[src/per_pkg.sv]
package per_pkg;

  // ----------------------------------------------------------------
  // Widths and counts
  // ----------------------------------------------------------------
  localparam int ADDR_W = 6;
  localparam int DATA_W = 8;
  localparam int N_ASYNC_CH = 4;
  localparam int N_SYNC_CH = 2;
  localparam int N_ASYNC_USER = 11;
  localparam int N_SYNC_USER = 2;
  localparam int N_PIN = 3;
  localparam int PIN_USER_BASE = 8;
  localparam int ASYNC_GEN_W = 18;
  localparam int SYNC_GEN_W = 20;

  // ----------------------------------------------------------------
  // Register offsets
  // ----------------------------------------------------------------
  localparam logic [ADDR_W-1:0] REG_ASYNC_STROBE = 6'h00;
  localparam logic [ADDR_W-1:0] REG_SYNC_STROBE = 6'h01;
  localparam logic [ADDR_W-1:0] REG_ASYNC_SRC0 = 6'h02;
  localparam logic [ADDR_W-1:0] REG_SYNC_SRC0 = 6'h0a;
  localparam logic [ADDR_W-1:0] REG_ASYNC_USER0 = 6'h12;
  localparam logic [ADDR_W-1:0] REG_SYNC_USER0 = 6'h22;

  // ----------------------------------------------------------------
  // Selector encodings and reset values
  // ----------------------------------------------------------------
  localparam logic [DATA_W-1:0] SEL_OFF = 8'h00;
  localparam logic [DATA_W-1:0] ASYNC_GEN_MAX = 8'h12;
  localparam logic [DATA_W-1:0] SYNC_GEN_MAX = 8'h14;
  localparam logic [DATA_W-1:0] USER_SYNC_CH0 = 8'h01;
  localparam logic [DATA_W-1:0] USER_ASYNC_CH0 = 8'h03;
  localparam logic [DATA_W-1:0] RESET_SEL = 8'h00;
  localparam logic [DATA_W-1:0] READ_ZERO = 8'h00;

  typedef logic [DATA_W-1:0] per_sel_t;

endpackage

[src/per_router_if.sv]
`timescale 1ns/1ps
interface per_router_if;
  import per_pkg::*;

  logic reg_wr;
  logic reg_rd;
  logic [ADDR_W-1:0] reg_addr;
  logic [DATA_W-1:0] reg_wdata;
  logic [DATA_W-1:0] reg_rdata;
  logic [ASYNC_GEN_W-1:0] async_gen;
  logic [SYNC_GEN_W-1:0] sync_gen;
  logic [N_ASYNC_USER-1:0] async_use;
  logic [N_SYNC_USER-1:0] sync_use;
  logic [N_PIN-1:0] event_pin_output;

  modport router (
    input reg_wr,
    input reg_rd,
    input reg_addr,
    input reg_wdata,
    output reg_rdata,
    input async_gen,
    input sync_gen,
    output async_use,
    output sync_use,
    output event_pin_output
  );

  modport periph (
    output reg_wr,
    output reg_rd,
    output reg_addr,
    output reg_wdata,
    input reg_rdata,
    output async_gen,
    output sync_gen,
    input async_use,
    input sync_use,
    input event_pin_output
  );

endinterface

[src/per_router.sv]
`timescale 1ns/1ps

// How it works
// - Four async and two sync parallel channels.
// - Each channel carries one chosen generator.
// - One channel feeds any number of consumers.
// - Pulses and levels pass through unchanged.
// - Three channels drive pin event outputs.
// - Consumers eight to ten pick pin channels.
// - Pin unit enable bit gates pins.
// - Every consumer owns one channel multiplexer.
// - Async consumers take sync channels too.
// - Consumer multiplexers reset to off.
// - Per-channel source selector, reset disconnected.
// - Strobe write inverts channel one cycle.
// - Soft event looks like generator event.
// - Registers clocked; routing needs no clock.
// - No soft events while clock stopped.
// - Debug halt changes nothing.
// - Async consumers synchronise events themselves.
// - Configure routing before enabling consumers.
module per_router (
  input wire logic ref_clk,
  input wire logic nrst,
  per_router_if.router bus
);
  import per_pkg::*;

  // ----------------------------------------------------------------
  // Selection functions
  // ----------------------------------------------------------------
  function automatic logic pick_async_gen(per_sel_t sel, logic [ASYNC_GEN_W-1:0] gen);
    logic hit;
    hit = 1'b0;
    if (sel != SEL_OFF && sel <= ASYNC_GEN_MAX) begin
      hit = gen[5'(sel - 8'h01)];
    end
    return hit;
  endfunction

  function automatic logic pick_sync_gen(per_sel_t sel, logic [SYNC_GEN_W-1:0] gen);
    logic hit;
    hit = 1'b0;
    if (sel != SEL_OFF && sel <= SYNC_GEN_MAX) begin
      hit = gen[5'(sel - 8'h01)];
    end
    return hit;
  endfunction

  function automatic logic pick_user_chan(per_sel_t sel, logic [N_SYNC_CH-1:0] sch,
                                          logic [N_ASYNC_CH-1:0] ach, logic allow_async);
    logic hit;
    hit = 1'b0;
    for (int c = 0; c < N_SYNC_CH; c++) begin
      if (sel == USER_SYNC_CH0 + DATA_W'(c)) begin
        hit = sch[c];
      end
    end
    if (allow_async) begin
      for (int c = 0; c < N_ASYNC_CH; c++) begin
        if (sel == USER_ASYNC_CH0 + DATA_W'(c)) begin
          hit = ach[c];
        end
      end
    end
    return hit;
  endfunction

  // ----------------------------------------------------------------
  // Configuration state
  // ----------------------------------------------------------------
  per_sel_t async_src [N_ASYNC_CH];
  per_sel_t sync_src [N_SYNC_CH];
  per_sel_t async_user [N_ASYNC_USER];
  per_sel_t sync_user [N_SYNC_USER];
  logic [N_ASYNC_CH-1:0] async_strobe;
  logic [N_SYNC_CH-1:0] sync_strobe;
  logic [DATA_W-1:0] rdata;

  // ----------------------------------------------------------------
  // Register write decode
  // ----------------------------------------------------------------
  wire wr_async_strobe = bus.reg_wr && bus.reg_addr == REG_ASYNC_STROBE;
  wire wr_sync_strobe = bus.reg_wr && bus.reg_addr == REG_SYNC_STROBE;
  wire [N_ASYNC_CH-1:0] next_async_strobe = wr_async_strobe ? bus.reg_wdata[N_ASYNC_CH-1:0] : '0;
  wire [N_SYNC_CH-1:0] next_sync_strobe = wr_sync_strobe ? bus.reg_wdata[N_SYNC_CH-1:0] : '0;

  // Strobes last exactly one clock; a stopped clock makes none
  always_ff @(posedge ref_clk or negedge nrst) begin
    if (!nrst) begin
      async_strobe <= '0;
      sync_strobe <= '0;
    end else begin
      async_strobe <= next_async_strobe;
      sync_strobe <= next_sync_strobe;
    end
  end

  genvar gi;
  generate
    for (gi = 0; gi < N_ASYNC_CH; gi++) begin : g_async_src
      wire wr_hit = bus.reg_wr && bus.reg_addr == REG_ASYNC_SRC0 + ADDR_W'(gi);
      always_ff @(posedge ref_clk or negedge nrst) begin
        if (!nrst) begin
          async_src[gi] <= RESET_SEL;
        end else if (wr_hit) begin
          async_src[gi] <= bus.reg_wdata;
        end
      end
    end
    for (gi = 0; gi < N_SYNC_CH; gi++) begin : g_sync_src
      wire wr_hit = bus.reg_wr && bus.reg_addr == REG_SYNC_SRC0 + ADDR_W'(gi);
      always_ff @(posedge ref_clk or negedge nrst) begin
        if (!nrst) begin
          sync_src[gi] <= RESET_SEL;
        end else if (wr_hit) begin
          sync_src[gi] <= bus.reg_wdata;
        end
      end
    end
    for (gi = 0; gi < N_ASYNC_USER; gi++) begin : g_async_user
      wire wr_hit = bus.reg_wr && bus.reg_addr == REG_ASYNC_USER0 + ADDR_W'(gi);
      always_ff @(posedge ref_clk or negedge nrst) begin
        if (!nrst) begin
          async_user[gi] <= RESET_SEL;
        end else if (wr_hit) begin
          async_user[gi] <= bus.reg_wdata;
        end
      end
    end
    for (gi = 0; gi < N_SYNC_USER; gi++) begin : g_sync_user
      wire wr_hit = bus.reg_wr && bus.reg_addr == REG_SYNC_USER0 + ADDR_W'(gi);
      always_ff @(posedge ref_clk or negedge nrst) begin
        if (!nrst) begin
          sync_user[gi] <= RESET_SEL;
        end else if (wr_hit) begin
          sync_user[gi] <= bus.reg_wdata;
        end
      end
    end
  endgenerate

  // ----------------------------------------------------------------
  // Register read
  // ----------------------------------------------------------------
  function automatic per_sel_t read_reg(logic [ADDR_W-1:0] addr);
    per_sel_t rv;
    rv = READ_ZERO;
    for (int i = 0; i < N_ASYNC_CH; i++) begin
      if (addr == REG_ASYNC_SRC0 + ADDR_W'(i)) begin
        rv = async_src[i];
      end
    end
    for (int i = 0; i < N_SYNC_CH; i++) begin
      if (addr == REG_SYNC_SRC0 + ADDR_W'(i)) begin
        rv = sync_src[i];
      end
    end
    for (int i = 0; i < N_ASYNC_USER; i++) begin
      if (addr == REG_ASYNC_USER0 + ADDR_W'(i)) begin
        rv = async_user[i];
      end
    end
    for (int i = 0; i < N_SYNC_USER; i++) begin
      if (addr == REG_SYNC_USER0 + ADDR_W'(i)) begin
        rv = sync_user[i];
      end
    end
    return rv;
  endfunction

  // Process, so a write under a steady address is seen
  logic [DATA_W-1:0] next_rdata;
  always_comb begin
    next_rdata = read_reg(bus.reg_addr);
  end

  always_ff @(posedge ref_clk or negedge nrst) begin
    if (!nrst) begin
      rdata <= READ_ZERO;
    end else if (bus.reg_rd) begin
      rdata <= next_rdata;
    end
  end

  assign bus.reg_rdata = rdata;

  // ----------------------------------------------------------------
  // Routing network, no clock in the path
  // ----------------------------------------------------------------
  logic [N_ASYNC_CH-1:0] async_chan;
  logic [N_SYNC_CH-1:0] sync_chan;

  generate
    for (gi = 0; gi < N_ASYNC_CH; gi++) begin : g_async_chan
      // Strobe inverts whatever the generator shows
      assign async_chan[gi] = pick_async_gen(async_src[gi], bus.async_gen) ^ async_strobe[gi];
    end
    for (gi = 0; gi < N_SYNC_CH; gi++) begin : g_sync_chan
      assign sync_chan[gi] = pick_sync_gen(sync_src[gi], bus.sync_gen) ^ sync_strobe[gi];
    end
    for (gi = 0; gi < N_ASYNC_USER; gi++) begin : g_async_use
      assign bus.async_use[gi] = pick_user_chan(async_user[gi], sync_chan, async_chan, 1'b1);
    end
    for (gi = 0; gi < N_SYNC_USER; gi++) begin : g_sync_use
      assign bus.sync_use[gi] = pick_user_chan(sync_user[gi], sync_chan, async_chan, 1'b0);
    end
    for (gi = 0; gi < N_PIN; gi++) begin : g_pin
      // Pin consumers share the async consumer multiplexers
      assign bus.event_pin_output[gi] = bus.async_use[PIN_USER_BASE + gi];
    end
  endgenerate

endmodule // per_router

[src/flat_wrapper.sv]
// flat-port wrapper written by rule: the top's interface ports become plain ports
module per_router_flat import per_pkg::*;
  (ref_clk, nrst, bus_reg_wr, bus_reg_rd, bus_reg_addr, bus_reg_wdata, bus_reg_rdata, bus_async_gen, bus_sync_gen, bus_async_use, bus_sync_use, bus_event_pin_output);
  per_router_if bus_i ();
  input wire logic ref_clk;
  input wire logic nrst;
  input wire logic [$bits(bus_i.reg_wr)-1:0] bus_reg_wr;
  input wire logic [$bits(bus_i.reg_rd)-1:0] bus_reg_rd;
  input wire logic [$bits(bus_i.reg_addr)-1:0] bus_reg_addr;
  input wire logic [$bits(bus_i.reg_wdata)-1:0] bus_reg_wdata;
  output wire logic [$bits(bus_i.reg_rdata)-1:0] bus_reg_rdata;
  input wire logic [$bits(bus_i.async_gen)-1:0] bus_async_gen;
  input wire logic [$bits(bus_i.sync_gen)-1:0] bus_sync_gen;
  output wire logic [$bits(bus_i.async_use)-1:0] bus_async_use;
  output wire logic [$bits(bus_i.sync_use)-1:0] bus_sync_use;
  output wire logic [$bits(bus_i.event_pin_output)-1:0] bus_event_pin_output;
  assign bus_i.reg_wr = bus_reg_wr;
  assign bus_i.reg_rd = bus_reg_rd;
  assign bus_i.reg_addr = bus_reg_addr;
  assign bus_i.reg_wdata = bus_reg_wdata;
  assign bus_reg_rdata = bus_i.reg_rdata;
  assign bus_i.async_gen = bus_async_gen;
  assign bus_i.sync_gen = bus_sync_gen;
  assign bus_async_use = bus_i.async_use;
  assign bus_sync_use = bus_i.sync_use;
  assign bus_event_pin_output = bus_i.event_pin_output;
  per_router u_core (.ref_clk(ref_clk), .nrst(nrst), .bus(bus_i));
endmodule
[config.mk]
export PLATFORM = sky130hd
export DESIGN_NAME = per_router_flat
export DESIGN_NICKNAME = d
export VERILOG_FILES = /design/src/per_pkg.sv /design/src/per_router_if.sv /design/src/per_router.sv /design/src/flat_wrapper.sv
export SDC_FILE = /design/constraint.sdc
export NUM_CORES = 1
export LEC_CHECK = 0
export BUFFER_PORTS_ARGS = -buffer_cell sky130_fd_sc_hd__buf_2
export CAP_MARGIN = 20
export CORE_ASPECT_RATIO = 0.75
export CORE_MARGIN = 1.5
export CORE_UTILIZATION = 61
export CTS_CLUSTER_SIZE = 40
export DETAILED_ROUTE_END_ITERATION = 16
export PLACE_DENSITY = 0.81
export SLEW_MARGIN = 20
export SYNTH_ARGS = -nofsm -noshare
export SYNTH_HDL_FRONTEND = slang
export SYNTH_SLANG_ARGS = --single-unit
[constraint.sdc]
create_clock -name ref_clk -period 5.55 [get_ports ref_clk]
set_input_delay 1.11 -clock ref_clk [delete_from_list [all_inputs] [get_ports ref_clk]]
set_output_delay 1.11 -clock ref_clk [all_outputs]
set_load 0.03 [all_outputs]
# Word-level counts from Yosys, hierarchy flattened

Cells that the tools add are included.

Register bits after elaboration: 166
Input port bits: 56
Output and inout bits: 24
Word-level logic and storage cells: 279

Eq/ne operators: 90
Multiplexer cells: 109
Bitwise operators: 6
$add $sub $neg: 6
Order comparisons: 12
Reduce and logical (&&, ||, !) cells: 34

Operators with widths:

| operator                                                        | number |
|---|---|
| equality test 8 x 3 -> 1 bit (second input constant)            | 33 |
| equality test 8 x 2 -> 1 bit (second input constant)            | 24 |
| 2-to-1 mux 8 bit                                                | 19 |
| equality test 8 x 1 -> 1 bit (second input constant)            | 13 |
| 2-to-1 mux 1 bit                                                | 82 |
| equality test 6 x 5 -> 1 bit (second input constant)            | 11 |
| less-or-equal comparator 8 x 5 -> 1 bit (second input constant) | 6 |
| nonzero test 8 bit                                              | 6 |
| less-than comparator 5 x 6 -> 1 bit (second input constant)     | 6 |
| binary-select mux 1 bit (select 5 bit)                          | 6 |
| subtractor 5 x 1 -> 5 bit (second input constant)               | 6 |
| logical AND 1 bit                                               | 27 |
| equality test 6 x 2 -> 1 bit (second input constant)            | 2 |
| equality test 6 x 3 -> 1 bit (second input constant)            | 2 |
| equality test 6 x 4 -> 1 bit (second input constant)            | 2 |
| equality test 6 bit (second input constant)                     | 2 |
| equality test 6 x 1 -> 1 bit (second input constant)            | 1 |
| zero test 6 bit                                                 | 1 |
| XOR 1 bit                                                       | 6 |
| 2-to-1 mux 4 bit                                                | 1 |
| 2-to-1 mux 2 bit                                                | 1 |

# Longest topological paths before layout

Gate-level depths: netlist of run 1.

Depth after elaboration: 20
Depth in mapped cells: 14

# Worst setup path before layout of run 1

No wires, ideal clock.

Kind: input to output
From: in bus_async_gen[4]
To: out bus_event_pin_output[2]
Cell stages on the path: 9
Arrival: 4.438 ns
Buffers on the path: 1
Data required time: 4.440 ns
Setup slack: 0.002 ns
Cells stage by stage: mux4_2 > mux2_2 > or3_4 > a32oi_4 > a31oi_1 > or4_1 > a221o_1 > a2111oi_2 > buf_4

Word-level cells in the longest chain between the ends: 8
Elaborated cells on any way between the ends: 20

RTL lines:

| item                                   | line               | source |
|---|---|---|
| start: declaration                     | flat_wrapper.sv:12 | `input wire logic [$bits(bus_i.async_gen)-1:0] bus_async_gen;` |
| binary-select mux 1 bit (select 5 bit) | per_router.sv:36   | `hit = gen[5'(sel - 8'h01)];` |
| 2-to-1 mux 1 bit (implied by the code) | per_router.sv:36   |  |
| 2-to-1 mux 1 bit                       | per_router.sv:35   | `if (sel != SEL_OFF && sel <= ASYNC_GEN_MAX) begin` |
| XOR 1 bit                              | per_router.sv:197  | `assign async_chan[gi] = pick_async_gen(async_src[gi], bus.async_gen) ^ async_strobe[gi];` |
| 2-to-1 mux 1 bit (3 in series)         | per_router.sv:61   | `if (sel == USER_ASYNC_CH0 + DATA_W'(c)) begin` |
| 2-to-1 mux 1 bit *                     | per_router.sv:61   |  |
| end: declaration                       | flat_wrapper.sv:16 | `output wire logic [$bits(bus_i.event_pin_output)-1:0] bus_event_pin_output;` |

Mark *: on every way between the ends. The rest lies on a longest branch, timed or not. The select of a mux whose other input is x is not followed.

# Worst setup path after layout of run 1

From: reg u_core.async_src[17] (netlist bit)
To: out bus_async_use[10]

Word-level cells in the longest chain between the ends: 8
Elaborated cells on any way between the ends: 11

RTL lines:

| item                                   | line               | source |
|---|---|---|
| start: declaration                     | per_router.sv:72   | `per_sel_t async_src [N_ASYNC_CH];` |
| start signal: indexed assignment       | per_router.sv:107  | `async_src[gi] <= bus.reg_wdata;` |
| subtractor 5 x 1 -> 5 bit              | per_router.sv:36   |  |
| binary-select mux 1 bit (select 5 bit) | per_router.sv:36   |  |
| 2-to-1 mux 1 bit (implied by the code) | per_router.sv:36   |  |
| 2-to-1 mux 1 bit *                     | per_router.sv:35   |  |
| XOR 1 bit *                            | per_router.sv:197  |  |
| 2-to-1 mux 1 bit * (3 in series)       | per_router.sv:61   |  |
| end: declaration                       | flat_wrapper.sv:14 | `output wire logic [$bits(bus_i.async_use)-1:0] bus_async_use;` |

Marks and branches as above.

==> qor.csv, run 1 <==
stage;metric;value;unit
outcome;status;completed;
pwr;Cell Pwr Density;337;mW/mm^2
clocking;Clock Sink Count;166;
layout;diode count;0;
sta;RSZ-0062 raised after global routing;false;
logic_synthesis;Synth async-reset ratio;100;%
critical_path;Worst Setup Path Type;flop to primary output;
place;RePlAce Congestion;0.965;
sta;Final Max Tran Viols;0;
pwr;clock power share;30.8;%
sta;Setup Skew;16.7;ps
global_route;met2 Usage GRT;55.5;%
pwr;Max rail drop VDD;191;uV
flow_run;max_cap viols;0;
floorplanning;die height;117;um
critical_path;r2r setup slk;3340;ps
sta;slack of the critical path;212;ps
pwr;leak pwr;5.13;nW
layout;Area Overhead vs Synth;10.9;%
sta;period utilization;96.2;%
drt;WL/cell;24.4;um
floorplanning;site row count;41;
global_route;GR Layer Usage met3;9.87;%
clocking;post-CTS setup buffers;0;
global_route;initial antenna violation count;1;
sta;Tmin final;5340;ps
logic_synthesis;Main synth FF type;dfrtp_1;
logic_synthesis;Post-Syn Area per Cell;10.1;um^2
clocking;Max Root-Sink Buffers;2;
logic_synthesis;post-synth top area share;39.3;%
logic_synthesis;top cells by area, synth;dfrtp_1 39%, mux2_2 16%, mux4_2 5.1%;
layout;share of layout cells above drive strength 1;29.4;%
global_route;number of global-route vias before repair;8748;
critical_path;Worst path top cell family by delay;compound AO/OA/AOI/OAI gates;
logic_synthesis;mapped cell area;0.0106;mm^2
logic_synthesis;Cell variety after synth;73;
clocking;cts bufs inserted;17;
logic_synthesis;cell accounting for the most synthesized area;dfrtp_1;
pwr;combinational share of power;29.1;%
clocking;CTS root buf;clkbuf_16;
place;Port Buffers;79;
clocking;CTS tree;yes;
place;worst slack at placement;271;ps
drt;first-pass iteration count of the detailed router;6;
sta;Hold Vio Cnt, Final;0;
sta;final setup TNS;0;ps
critical_path;Critical Path RT;4440;ps
clocking;Worst-Skew Late Latency;440;ps
global_route;Total GRT Usage;36.7;%
logic_synthesis;Seq cells post-synth;166;
pwr;sw frac;36.0;%
logic_synthesis;YS warnings;0;
critical_path;reg2reg path depth;8;
sta;actual slew at the worst max-slew pin;1070;ps
global_route;GR Layer Usage met1;51.9;%
critical_path;critical path, cell by cell;inv_1 > ha_1 > mux4_2 > mux2_2 > o2bb2ai_1 > a221oi_1 > nor4_1 > or4_1 > a221o_1 > a2111oi_2 > buf_2;
floorplanning;full die area;0.0181;mm^2
critical_path;critical path arrival;4230;ps
drt;DRT Wirelength;31.9;mm
logic_synthesis;Post-Synthesis Cells;1042;
logic_synthesis;sequential area share after synthesis;39.3;%
floorplanning;die width;155;um
floorplanning;total core area;0.0169;mm^2
critical_path;crit-path max FO;6;
floorplanning;IO Count;80;
global_route;first-pass GRT wire length;49.9;mm
drt;DRT antenna net count;0;
pwr;Net Sw Power;1.42;mW
critical_path;slowest cell on the critical path;or4_1;
sta;Final setup viols;0;
pwr;Reg power frac;40.0;%
sta;slew margin rel.;27.6;%
global_route;pin count of the biggest net entering global routing;77;
clocking;clk slew on worst S/H paths;80;ps
global_route;gr busiest metal;met2;
critical_path;Critical path buffers and inverters;2;
critical_path;Worst path depth;11;
drt;drt initial violations;1203;
clocking;CTS H-Tree Depth;4;
drt;vias after detailed routing;9147;
global_route;grt ovf;0;
hold_path;Hold Path Depth;1;
pwr;Pint;2.52;mW
drt;Post-route DRC;0;
pwr;Pwr Total;3.95;mW
sta;Achievable Freq;187;MHz
drt;vias per cell;6.99;
critical_path;CP endpoint kind;primary output;
logic_synthesis;EDFF count, synth;0;
layout;nets;1148;
floorplanning;Starting Density;62.6;%
critical_path;CP max stage delay;530;ps
hold_path;worst min-delay path class;flop to flop;
logic_synthesis;syn_nets;1110;
place;Final HPWL DP;22.0;mm
critical_path;critical path startpoint category;flop;
[stage by stage]
| stage | utilization (%) | cells | hold WS (ps) | instance area [um^2] |
|---|---|---|---|---|
| after floorplan | - | 1042 | 479 | 10600 |
| after global placement | 65.6 | 1276 | 472 | 11100 |
| final | 69.4 | 1308 | 491 | 11700 |
| after global routing | 69.4 | 1308 | 506 | 11700 |
| after detailed placement | 65.6 | 1276 | 465 | 11100 |
| after CTS | 69.2 | 1308 | 490 | 11700 |
[path summary, 6_finish.rpt]
| kind | from | end |
|---|---|---|
| setup / recovery | u_core.async_src[17] | bus_async_use[10] |
| min in group asynchronous | nrst | u_core.async_user[73] |
| hold / removal | u_core.bus.reg_rdata[4] | u_core.bus.reg_rdata[4] |
| hold reg to reg | u_core.bus.reg_rdata[4] | u_core.bus.reg_rdata[4] |
| setup reg to reg | u_core.async_src[26] | u_core.bus.reg_rdata[2] |
| max in group asynchronous | nrst | u_core.async_src[16] |
[kinds of logic after synthesis]
| kind of cell | count (synthesis) | synth area share (%) |
|---|---|---|
| compound gates | 221 | 14.7 |
| flops | 166 | 39.3 |
| mux | 191 | 23.0 |
| fa+ha+maj | 12 | 1.42 |
| xor+xnor | 20 | 1.66 |
| simple gates | 306 | 15.1 |
| buf+inv | 126 | 4.70 |
[cell usage after synthesis (6+ instances only)]
cell type,count
a221oi_1,10
a222oi_1,6
mux2_2,149
xnor2_1,11
xor2_1,9
a31oi_1,31
and3_1,8
ha_1,12
mux2i_1,15
buf_1,12
a22oi_1,7
o22ai_1,13
nand2_1,83
clkbuf_1,64
a21oi_1,26
o21ai_0,45
mux4_2,24
inv_1,44
nor4b_1,13
nor2b_1,14
nand3_1,16
nor4_1,25
a211oi_1,11
or4_1,7
nand2b_1,7
nor3_1,30
a32oi_1,6
dfrtp_1,166
nor2_1,56
o221ai_1,11
nand4_1,6
and2_1,16
[routing by layer]
metal  wire (um)  part of all wire, %
met5           0                    0
met4         649                  2.0
met3        3830                   12
met1       13400                   42
met2       14000                   44
[state kept, by name (all words and copies together) (netlist names)]
signal / cells
u_core.sync_src: 16
u_core.bus.reg_rdata: 8
u_core.async_src: 32
u_core.sync_strobe: 2
u_core.async_user: 88
u_core.sync_user: 16
u_core.async_strobe: 4
[power groups by stage]
stage / clock network (mW) / registers [mW] / logic [mW]
after detailed placement: 0 / 1.59 / 1.11
after global routing: 1.27 / 1.60 / 1.23
final: 1.22 / 1.58 / 1.15
after floorplan: 0 / 1.50 / 0.830
after CTS: 1.23 / 1.57 / 1.12
after global placement: 0 / 1.58 / 1.08
[repair_timing]
action	4_1_cts	5_1_grt
hold buffers	0	0
resized for setup	0	5
setup endpoints to repair	0	6
[cell type report]
type | count | area, um^2
Tap cell | 215 | 269
Clock inverter | 15 | 179
Fill cell | 1259 | 5160
Multi-Input combinational cell | 750 | 5950
Sequential cell | 166 | 4160
Inverter | 44 | 165
Timing Repair Buffer | 101 | 567
Clock buffer | 17 | 425
[cells in the final DEF (no fill, tap or decap), types with 6 or more instances in the layout]
master / n
a211oi_1: 10
a21oi_1: 26
a221oi_1: 10
a222oi_1: 6
a22oi_1: 7
a31oi_1: 31
a32oi_1: 6
and2_1: 16
and3_1: 8
buf_2: 78
buf_4: 22
clkbuf_16: 17
dfrtp_1: 165
ha_1: 12
inv_1: 44
mux2_2: 149
mux2i_1: 15
mux4_2: 24
nand2_1: 83
nand2b_1: 7
nand3_1: 16
nand4_1: 6
nor2_1: 56
nor2b_1: 14
nor3_1: 30
nor4_1: 25
nor4b_1: 12
o21ai_0: 45
o221ai_1: 11
o22ai_1: 13
or4_1: 7
xnor2_1: 11
xor2_1: 7
Note: power is estimated with default switching activity, not from simulation.
==> run 2: changes to the inputs <==
--- a/config.mk
+++ b/config.mk
@@ -7,7 +7,7 @@
 export LEC_CHECK = 0
 export BUFFER_PORTS_ARGS = -buffer_cell sky130_fd_sc_hd__buf_2
 export CAP_MARGIN = 20
-export CORE_ASPECT_RATIO = 0.75
+export CORE_ASPECT_RATIO = 1.2
 export CORE_MARGIN = 1.5
 export CORE_UTILIZATION = 61
 export CTS_CLUSTER_SIZE = 40
==> run 2 against run 1 <==
- sequential power about the same
- register-to-register slack worse by 100 ps
- first-iteration DRC count fell by 21%
- power is 1.7% lower
- combinational power barely moved
- flip-flop and latch count did not move
- critical path depth unchanged
- clock power shrank 4%
- maximum frequency decreased by 0.71%
- cell count about the same
- critical endpoint unchanged
- largest power group unchanged
==> qor.csv, run 2 (synthesized netlist as in run 1, its figures left out) <==
stage;metric;value;unit
outcome;status;completed;
drt;WL/cell;23.9;um
floorplanning;die height;147;um
sta;slew margin rel.;27.2;%
critical_path;Worst path top cell family by delay;compound AO/OA/AOI/OAI gates;
layout;Final Non-Filler Cells;1307;
clocking;CTS tree;yes;
critical_path;Critical path buffers and inverters;2;
drt;first-pass iteration count of the detailed router;7;
hold_path;worst min-delay path class;flop to flop;
layout;post-layout util;69.0;%
pwr;Cell Pwr Density;332;mW/mm^2
place;Placed Cells;1274;
floorplanning;total core area;0.0169;mm^2
global_route;GR Layer Usage met3;7.26;%
drt;drt initial violations;951;
pwr;Reg power frac;40.7;%
place;dpl cell area;0.0111;mm^2
sta;Tmin final;5380;ps
layout;Largest regs;u_core.async_user: 88 flops, u_core.async_src: 32 flops;
critical_path;critical path arrival;4270;ps
sta;Final Max Tran Viols;0;
global_route;Total GRT Usage;35.1;%
clocking;post-CTS setup buffers;0;
pwr;combinational share of power;29.1;%
floorplanning;site row count;52;
layout;nets;1145;
layout;Area Overhead vs Synth;10.5;%
global_route;pin count of the biggest net entering global routing;68;
clocking;Clock Sink Count;166;
clocking;CTS H-Tree Depth;4;
critical_path;CP endpoint kind;primary output;
pwr;sw frac;35.1;%
global_route;number of global-route vias before repair;8959;
drt;DRT antenna net count;0;
layout;area occupied by multi-input gates;0.00595;mm^2
layout;post-route cell area;0.0117;mm^2
drt;vias after detailed routing;9271;
global_route;initial antenna violation count;1;
global_route;gr busiest metal;met2;
floorplanning;full die area;0.0181;mm^2
pwr;Pint;2.52;mW
clocking;clk slew on worst S/H paths;70;ps
place;Port Buffers;79;
sta;Final setup viols;0;
global_route;GR Layer Usage met1;45.4;%
critical_path;crit-path max FO;7;
critical_path;critical path, cell by cell;inv_1 > ha_2 > xnor2_2 > mux2_1 > a211oi_1 > a32o_1 > nor4_1 > or4_1 > a221o_1 > a2111oi_2 > buf_2;
layout;share of layout cells above drive strength 1;29.1;%
critical_path;critical path startpoint category;flop;
floorplanning;IO Count;80;
place;RePlAce Congestion;0.982;
pwr;leak pwr;5.11;nW
clocking;CTS root buf;clkbuf_16;
clocking;Worst-Skew Late Latency;440;ps
pwr;Net Sw Power;1.36;mW
floorplanning;Starting Density;62.4;%
sta;Hold Vio Cnt, Final;0;
place;Final HPWL DP;21.6;mm
critical_path;Worst Setup Path Type;flop to primary output;
layout;commonest non-fill, non-tap cell in the layout;dfrtp_1;
sta;RSZ-0062 raised after global routing;false;
critical_path;CP max stage delay;570;ps
critical_path;slowest cell on the critical path;or4_1;
layout;final-layout fill cell count;1269;
global_route;met2 Usage GRT;55.6;%
sta;Setup Skew;9.16;ps
layout;Reg area;0.00416;mm^2
sta;Achievable Freq;186;MHz
drt;Post-route DRC;0;
critical_path;Critical Path RT;4440;ps
clocking;Max Root-Sink Buffers;2;
global_route;grt ovf;0;
drt;vias per cell;7.09;
pwr;Max rail drop VDD;199;uV
sta;final setup TNS;0;ps
layout;most frequent cells in the layout;164 x dfrtp_1, 149 x mux2_2, 83 x nand2_1, 78 x buf_2, 56 x nor2_1;
clocking;cts hold-fix bufs;0;
global_route;first-pass GRT wire length;48.4;mm
floorplanning;die width;123;um
clocking;cts bufs inserted;17;
pwr;clock power share;30.1;%
sta;period utilization;96.9;%
layout;most flop-heavy register;u_core.async_user;
layout;max reg flops;88;
sta;actual slew at the worst max-slew pin;1090;ps
sta;WHS;497;ps
flow_run;max_cap viols;0;
drt;DRT Wirelength;31.2;mm
-- run 2: cell count changes in the layout (fill, tap and decap cells not counted), moves of 2 or more --
| cell | delta |
|---|---|
| buf_4 | -3 |
| clkinv_4 | +2 |
| clkinv_8 | -2 |
| inv_8 | -3 |
| xor2_1 | +2 |
| xor2_2 | -2 |
-- run 2: layout make-up --
class / count / area share, %
antenna: 1 / 0.0214
clock buffer: 19 / 3.80
clock inverter: 13 / 1.16
inverter: 44 / 1.42
multi-input combinational: 750 / 51.0
sequential: 166 / 35.6
tap: 216 / 2.32
timing repair buffer: 98 / 4.66
-- run 2: stage by stage --
step / worst slack [ps] / power [mW]
final: 174 / 3.88
after global routing: 47.7 / 4.03
after CTS: 56.6 / 3.85
after detailed placement: 262 / 2.68
after global placement: 366 / 2.64
after floorplan: 2.16 / 2.33
-- run 2: routing by layer --
metal,share of wire (%),vias to the layer above
met5,0,-
met4,4.6,0
li1,-,3989
met3,9.7,110
met2,48,618
met1,38,4554
-- run 2: worst paths after layout --
check / slack (ps) / start / cells past startpoint / end
max in group asynchronous: 3750 / nrst / 2 / u_core.sync_src[8]
setup reg to reg: 3240 / u_core.async_src[20] / 7 / u_core.bus.reg_rdata[4]
min in group asynchronous: 660 / nrst / 1 / u_core.bus.reg_rdata[3]
hold reg to reg: 500 / u_core.bus.reg_rdata[4] / 1 / u_core.bus.reg_rdata[4]
setup / recovery: 170 / u_core.async_src[16] / 11 / bus_async_use[10]
hold / removal: 500 / u_core.bus.reg_rdata[4] / 1 / u_core.bus.reg_rdata[4]
-- run 2: repair_timing --
action,4_1_cts,5_1_grt
setup endpoints to repair,2,7
cloned,0,0
gates resized for setup,1,5
-- run 2: power by group through the flow --
stage | clock network [mW] | logic [mW] | registers (mW)
floorplan | 0 | 0.830 | 1.50
global placement | 0 | 1.06 | 1.58
detailed placement | 0 | 1.09 | 1.59
CTS | 1.17 | 1.10 | 1.57
global route | 1.22 | 1.21 | 1.60
finish | 1.17 | 1.13 | 1.58
==> run 3: changes to the inputs <==
--- a/config.mk
+++ b/config.mk
@@ -6,13 +6,14 @@
 export NUM_CORES = 1
 export LEC_CHECK = 0
 export BUFFER_PORTS_ARGS = -buffer_cell sky130_fd_sc_hd__buf_2
-export CAP_MARGIN = 20
+export CAP_MARGIN = 25
 export CORE_ASPECT_RATIO = 1.2
 export CORE_MARGIN = 1.5
 export CORE_UTILIZATION = 61
 export CTS_CLUSTER_SIZE = 40
 export DETAILED_ROUTE_END_ITERATION = 16
 export PLACE_DENSITY = 0.81
+export REMOVE_ABC_BUFFERS = 1
 export SLEW_MARGIN = 20
 export SYNTH_ARGS = -nofsm -noshare
 export SYNTH_HDL_FRONTEND = slang
==> run 3 against run 2 <==
- die area did not move
- worst hold slack got worse by 19 ps
- clock-buffer cell count rose by 2
- flip-flop and latch count did not move
- register-to-register slack got worse by 20 ps
- final area rose by 0.80%
- global-route usage rose by 2.2 points
- cell count barely moved
- power rose by 3.5%
- maximum frequency rose by 0.14%
- first-iteration DRC count rose by 16%
- critical path type unchanged
- highest routed layer unchanged
==> qor.csv, run 3 (synthesized netlist as in run 1, its figures left out) <==
stage;metric;value;unit
global_route;grt ovf;0;
sta;Setup Skew;8.97;ps
critical_path;Worst Setup Path Type;flop to primary output;
layout;Final Non-Filler Cells;1308;
layout;Area Overhead vs Synth;11.4;%
place;Port Buffers;79;
layout;area occupied by multi-input gates;0.00597;mm^2
global_route;first-pass GRT wire length;50.5;mm
floorplanning;total core area;0.0169;mm^2
sta;slew margin rel.;32.7;%
global_route;Total GRT Usage;37.4;%
critical_path;reg2reg path depth;7;
clocking;Clock Sink Count;166;
drt;vias per cell;7.14;
flow_run;max_cap viols;0;
floorplanning;IO Count;80;
pwr;Max rail drop VDD;269;uV
drt;first-pass iteration count of the detailed router;8;
sta;Hold Vio Cnt, Final;0;
layout;post-route cell area;0.0118;mm^2
layout;diode count;0;
layout;post-layout util;69.5;%
clocking;CTS tree;yes;
drt;metal2 WL;15.7;mm
layout;max reg flops;88;
layout;most flop-heavy register;u_core.async_user;
place;Placed Cells;1276;
place;RePlAce Congestion;0.985;
layout;final-layout fill cell count;1319;
critical_path;critical path arrival;4260;ps
place;Final HPWL DP;22.2;mm
clocking;clk slew on worst S/H paths;70;ps
global_route;pin count of the biggest net entering global routing;82;
layout;commonest non-fill, non-tap cell in the layout;dfrtp_1;
sta;Final setup viols;0;
global_route;number of global-route vias before repair;9099;
clocking;CTS root buf;clkbuf_16;
layout;most frequent cells in the layout;166 x dfrtp_1, 149 x mux2_2, 83 x nand2_1, 78 x buf_2, 56 x nor2_1;
drt;Post-route DRC;0;
global_route;initial antenna violation count;0;
outcome;status;completed;
layout;Largest regs;u_core.async_user: 88 flops, u_core.async_src: 32 flops;
clocking;cts repair resizes;1;
hold_path;Hold Path Depth;1;
pwr;Cell Pwr Density;341;mW/mm^2
floorplanning;site row count;52;
critical_path;critical path startpoint category;flop;
layout;Reg area;0.00415;mm^2
clocking;cts bufs inserted;17;
clocking;cts hold-fix bufs;0;
floorplanning;die height;147;um
floorplanning;Starting Density;62.4;%
sta;period utilization;96.7;%
critical_path;Critical Path RT;4440;ps
layout;share of layout cells above drive strength 1;29.1;%
sta;actual slew at the worst max-slew pin;995;ps
drt;DRT antenna net count;0;
pwr;leak pwr;5.16;nW
drt;routed metal-1 wirelength;12.2;mm
critical_path;crit-path max FO;5;
floorplanning;full die area;0.0181;mm^2
hold_path;worst min-delay path class;flop to flop;
drt;DRT Wirelength;33.1;mm
drt;vias after detailed routing;9337;
sta;Achievable Freq;186;MHz
clocking;Max Root-Sink Buffers;2;
drt;Routed met3 length;3.20;mm
clocking;Worst-Skew Late Latency;440;ps
sta;Tmin final;5370;ps
layout;nets;1148;
critical_path;CP endpoint kind;primary output;
sta;RSZ-0062 raised after global routing;false;
drt;drt initial violations;1099;
clocking;post-CTS setup buffers;0;
clocking;CTS H-Tree Depth;4;
drt;WL/cell;25.3;um
place;dpl cell area;0.0111;mm^2
floorplanning;die width;123;um
drt;uppermost layer routed;met4;
sta;Final Max Tran Viols;0;
[run 3: changes by cell type in the layout (fill, tap and decap cells not counted), sizes merged]
cell	change
inv	-6
buf	+3
bufinv	+3
clkbuf	+2
clkinv	+1
clkinvlp	-1
diode	-1
[run 3: power breakdown]
group,total [mW],switching (mW),internal (mW)
clock network,1.27,0.494,0.780
registers,1.59,0.220,1.37
logic,1.15,0.643,0.511
total,4.02,1.36,2.66
[run 3: cell type report]
type	count	share of cell area, %
well taps	216	2.30
clock inverters	10	1.46
clock buffers	21	3.91
flip-flops and latches	166	35.3
repair buffers	101	4.85
inverters	44	1.40
multi-input cells	750	50.8
[run 3: metrics by stage]
step | hold WS [ps] | setup WS [ps] | setup TNS (ps) | total power, mW
finish | 478 | 181 | 0 | 4.02
global route | 493 | 74.3 | 0 | 4.16
CTS | 479 | 39.9 | 0 | 3.97
detailed placement | 464 | 118 | 0 | 2.69
global placement | 462 | 170 | 0 | 2.65
floorplan | 479 | -512 | -2700 | 2.28
[run 3: final timing paths]
check / start / slack [ps] / end
setup reg to reg: u_core.async_src[29] / 3220 / u_core.bus.reg_rdata[5]
hold / removal: u_core.bus.reg_rdata[4] / 480 / u_core.bus.reg_rdata[4]
min in group asynchronous: nrst / 730 / u_core.async_user[12]
max in group asynchronous: nrst / 3750 / u_core.async_user[69]
hold reg to reg: u_core.bus.reg_rdata[4] / 480 / u_core.bus.reg_rdata[4]
setup / recovery: u_core.async_src[25] / 180 / bus_async_use[10]
[run 3: metal layers]
metal | vias to the layer above | GRT usage (%)
met5 | - | 0
met2 | 650 | 59.3
met3 | 165 | 7.80
met4 | 0 | 21.3
met1 | 4523 | 47.3
li1 | 3999 | -
[run 3: critical path, cell delays in order, from the launching register on]
cell and delay [ps]:
dfrtp_1 420, inv_1 100, ha_1 440, mux4_2 380, mux2_2 280, or3_4 350, a32oi_4 260, a31oi_1 120
or4_4 490, a221o_1 300, a2111oi_2 420, buf_2 270
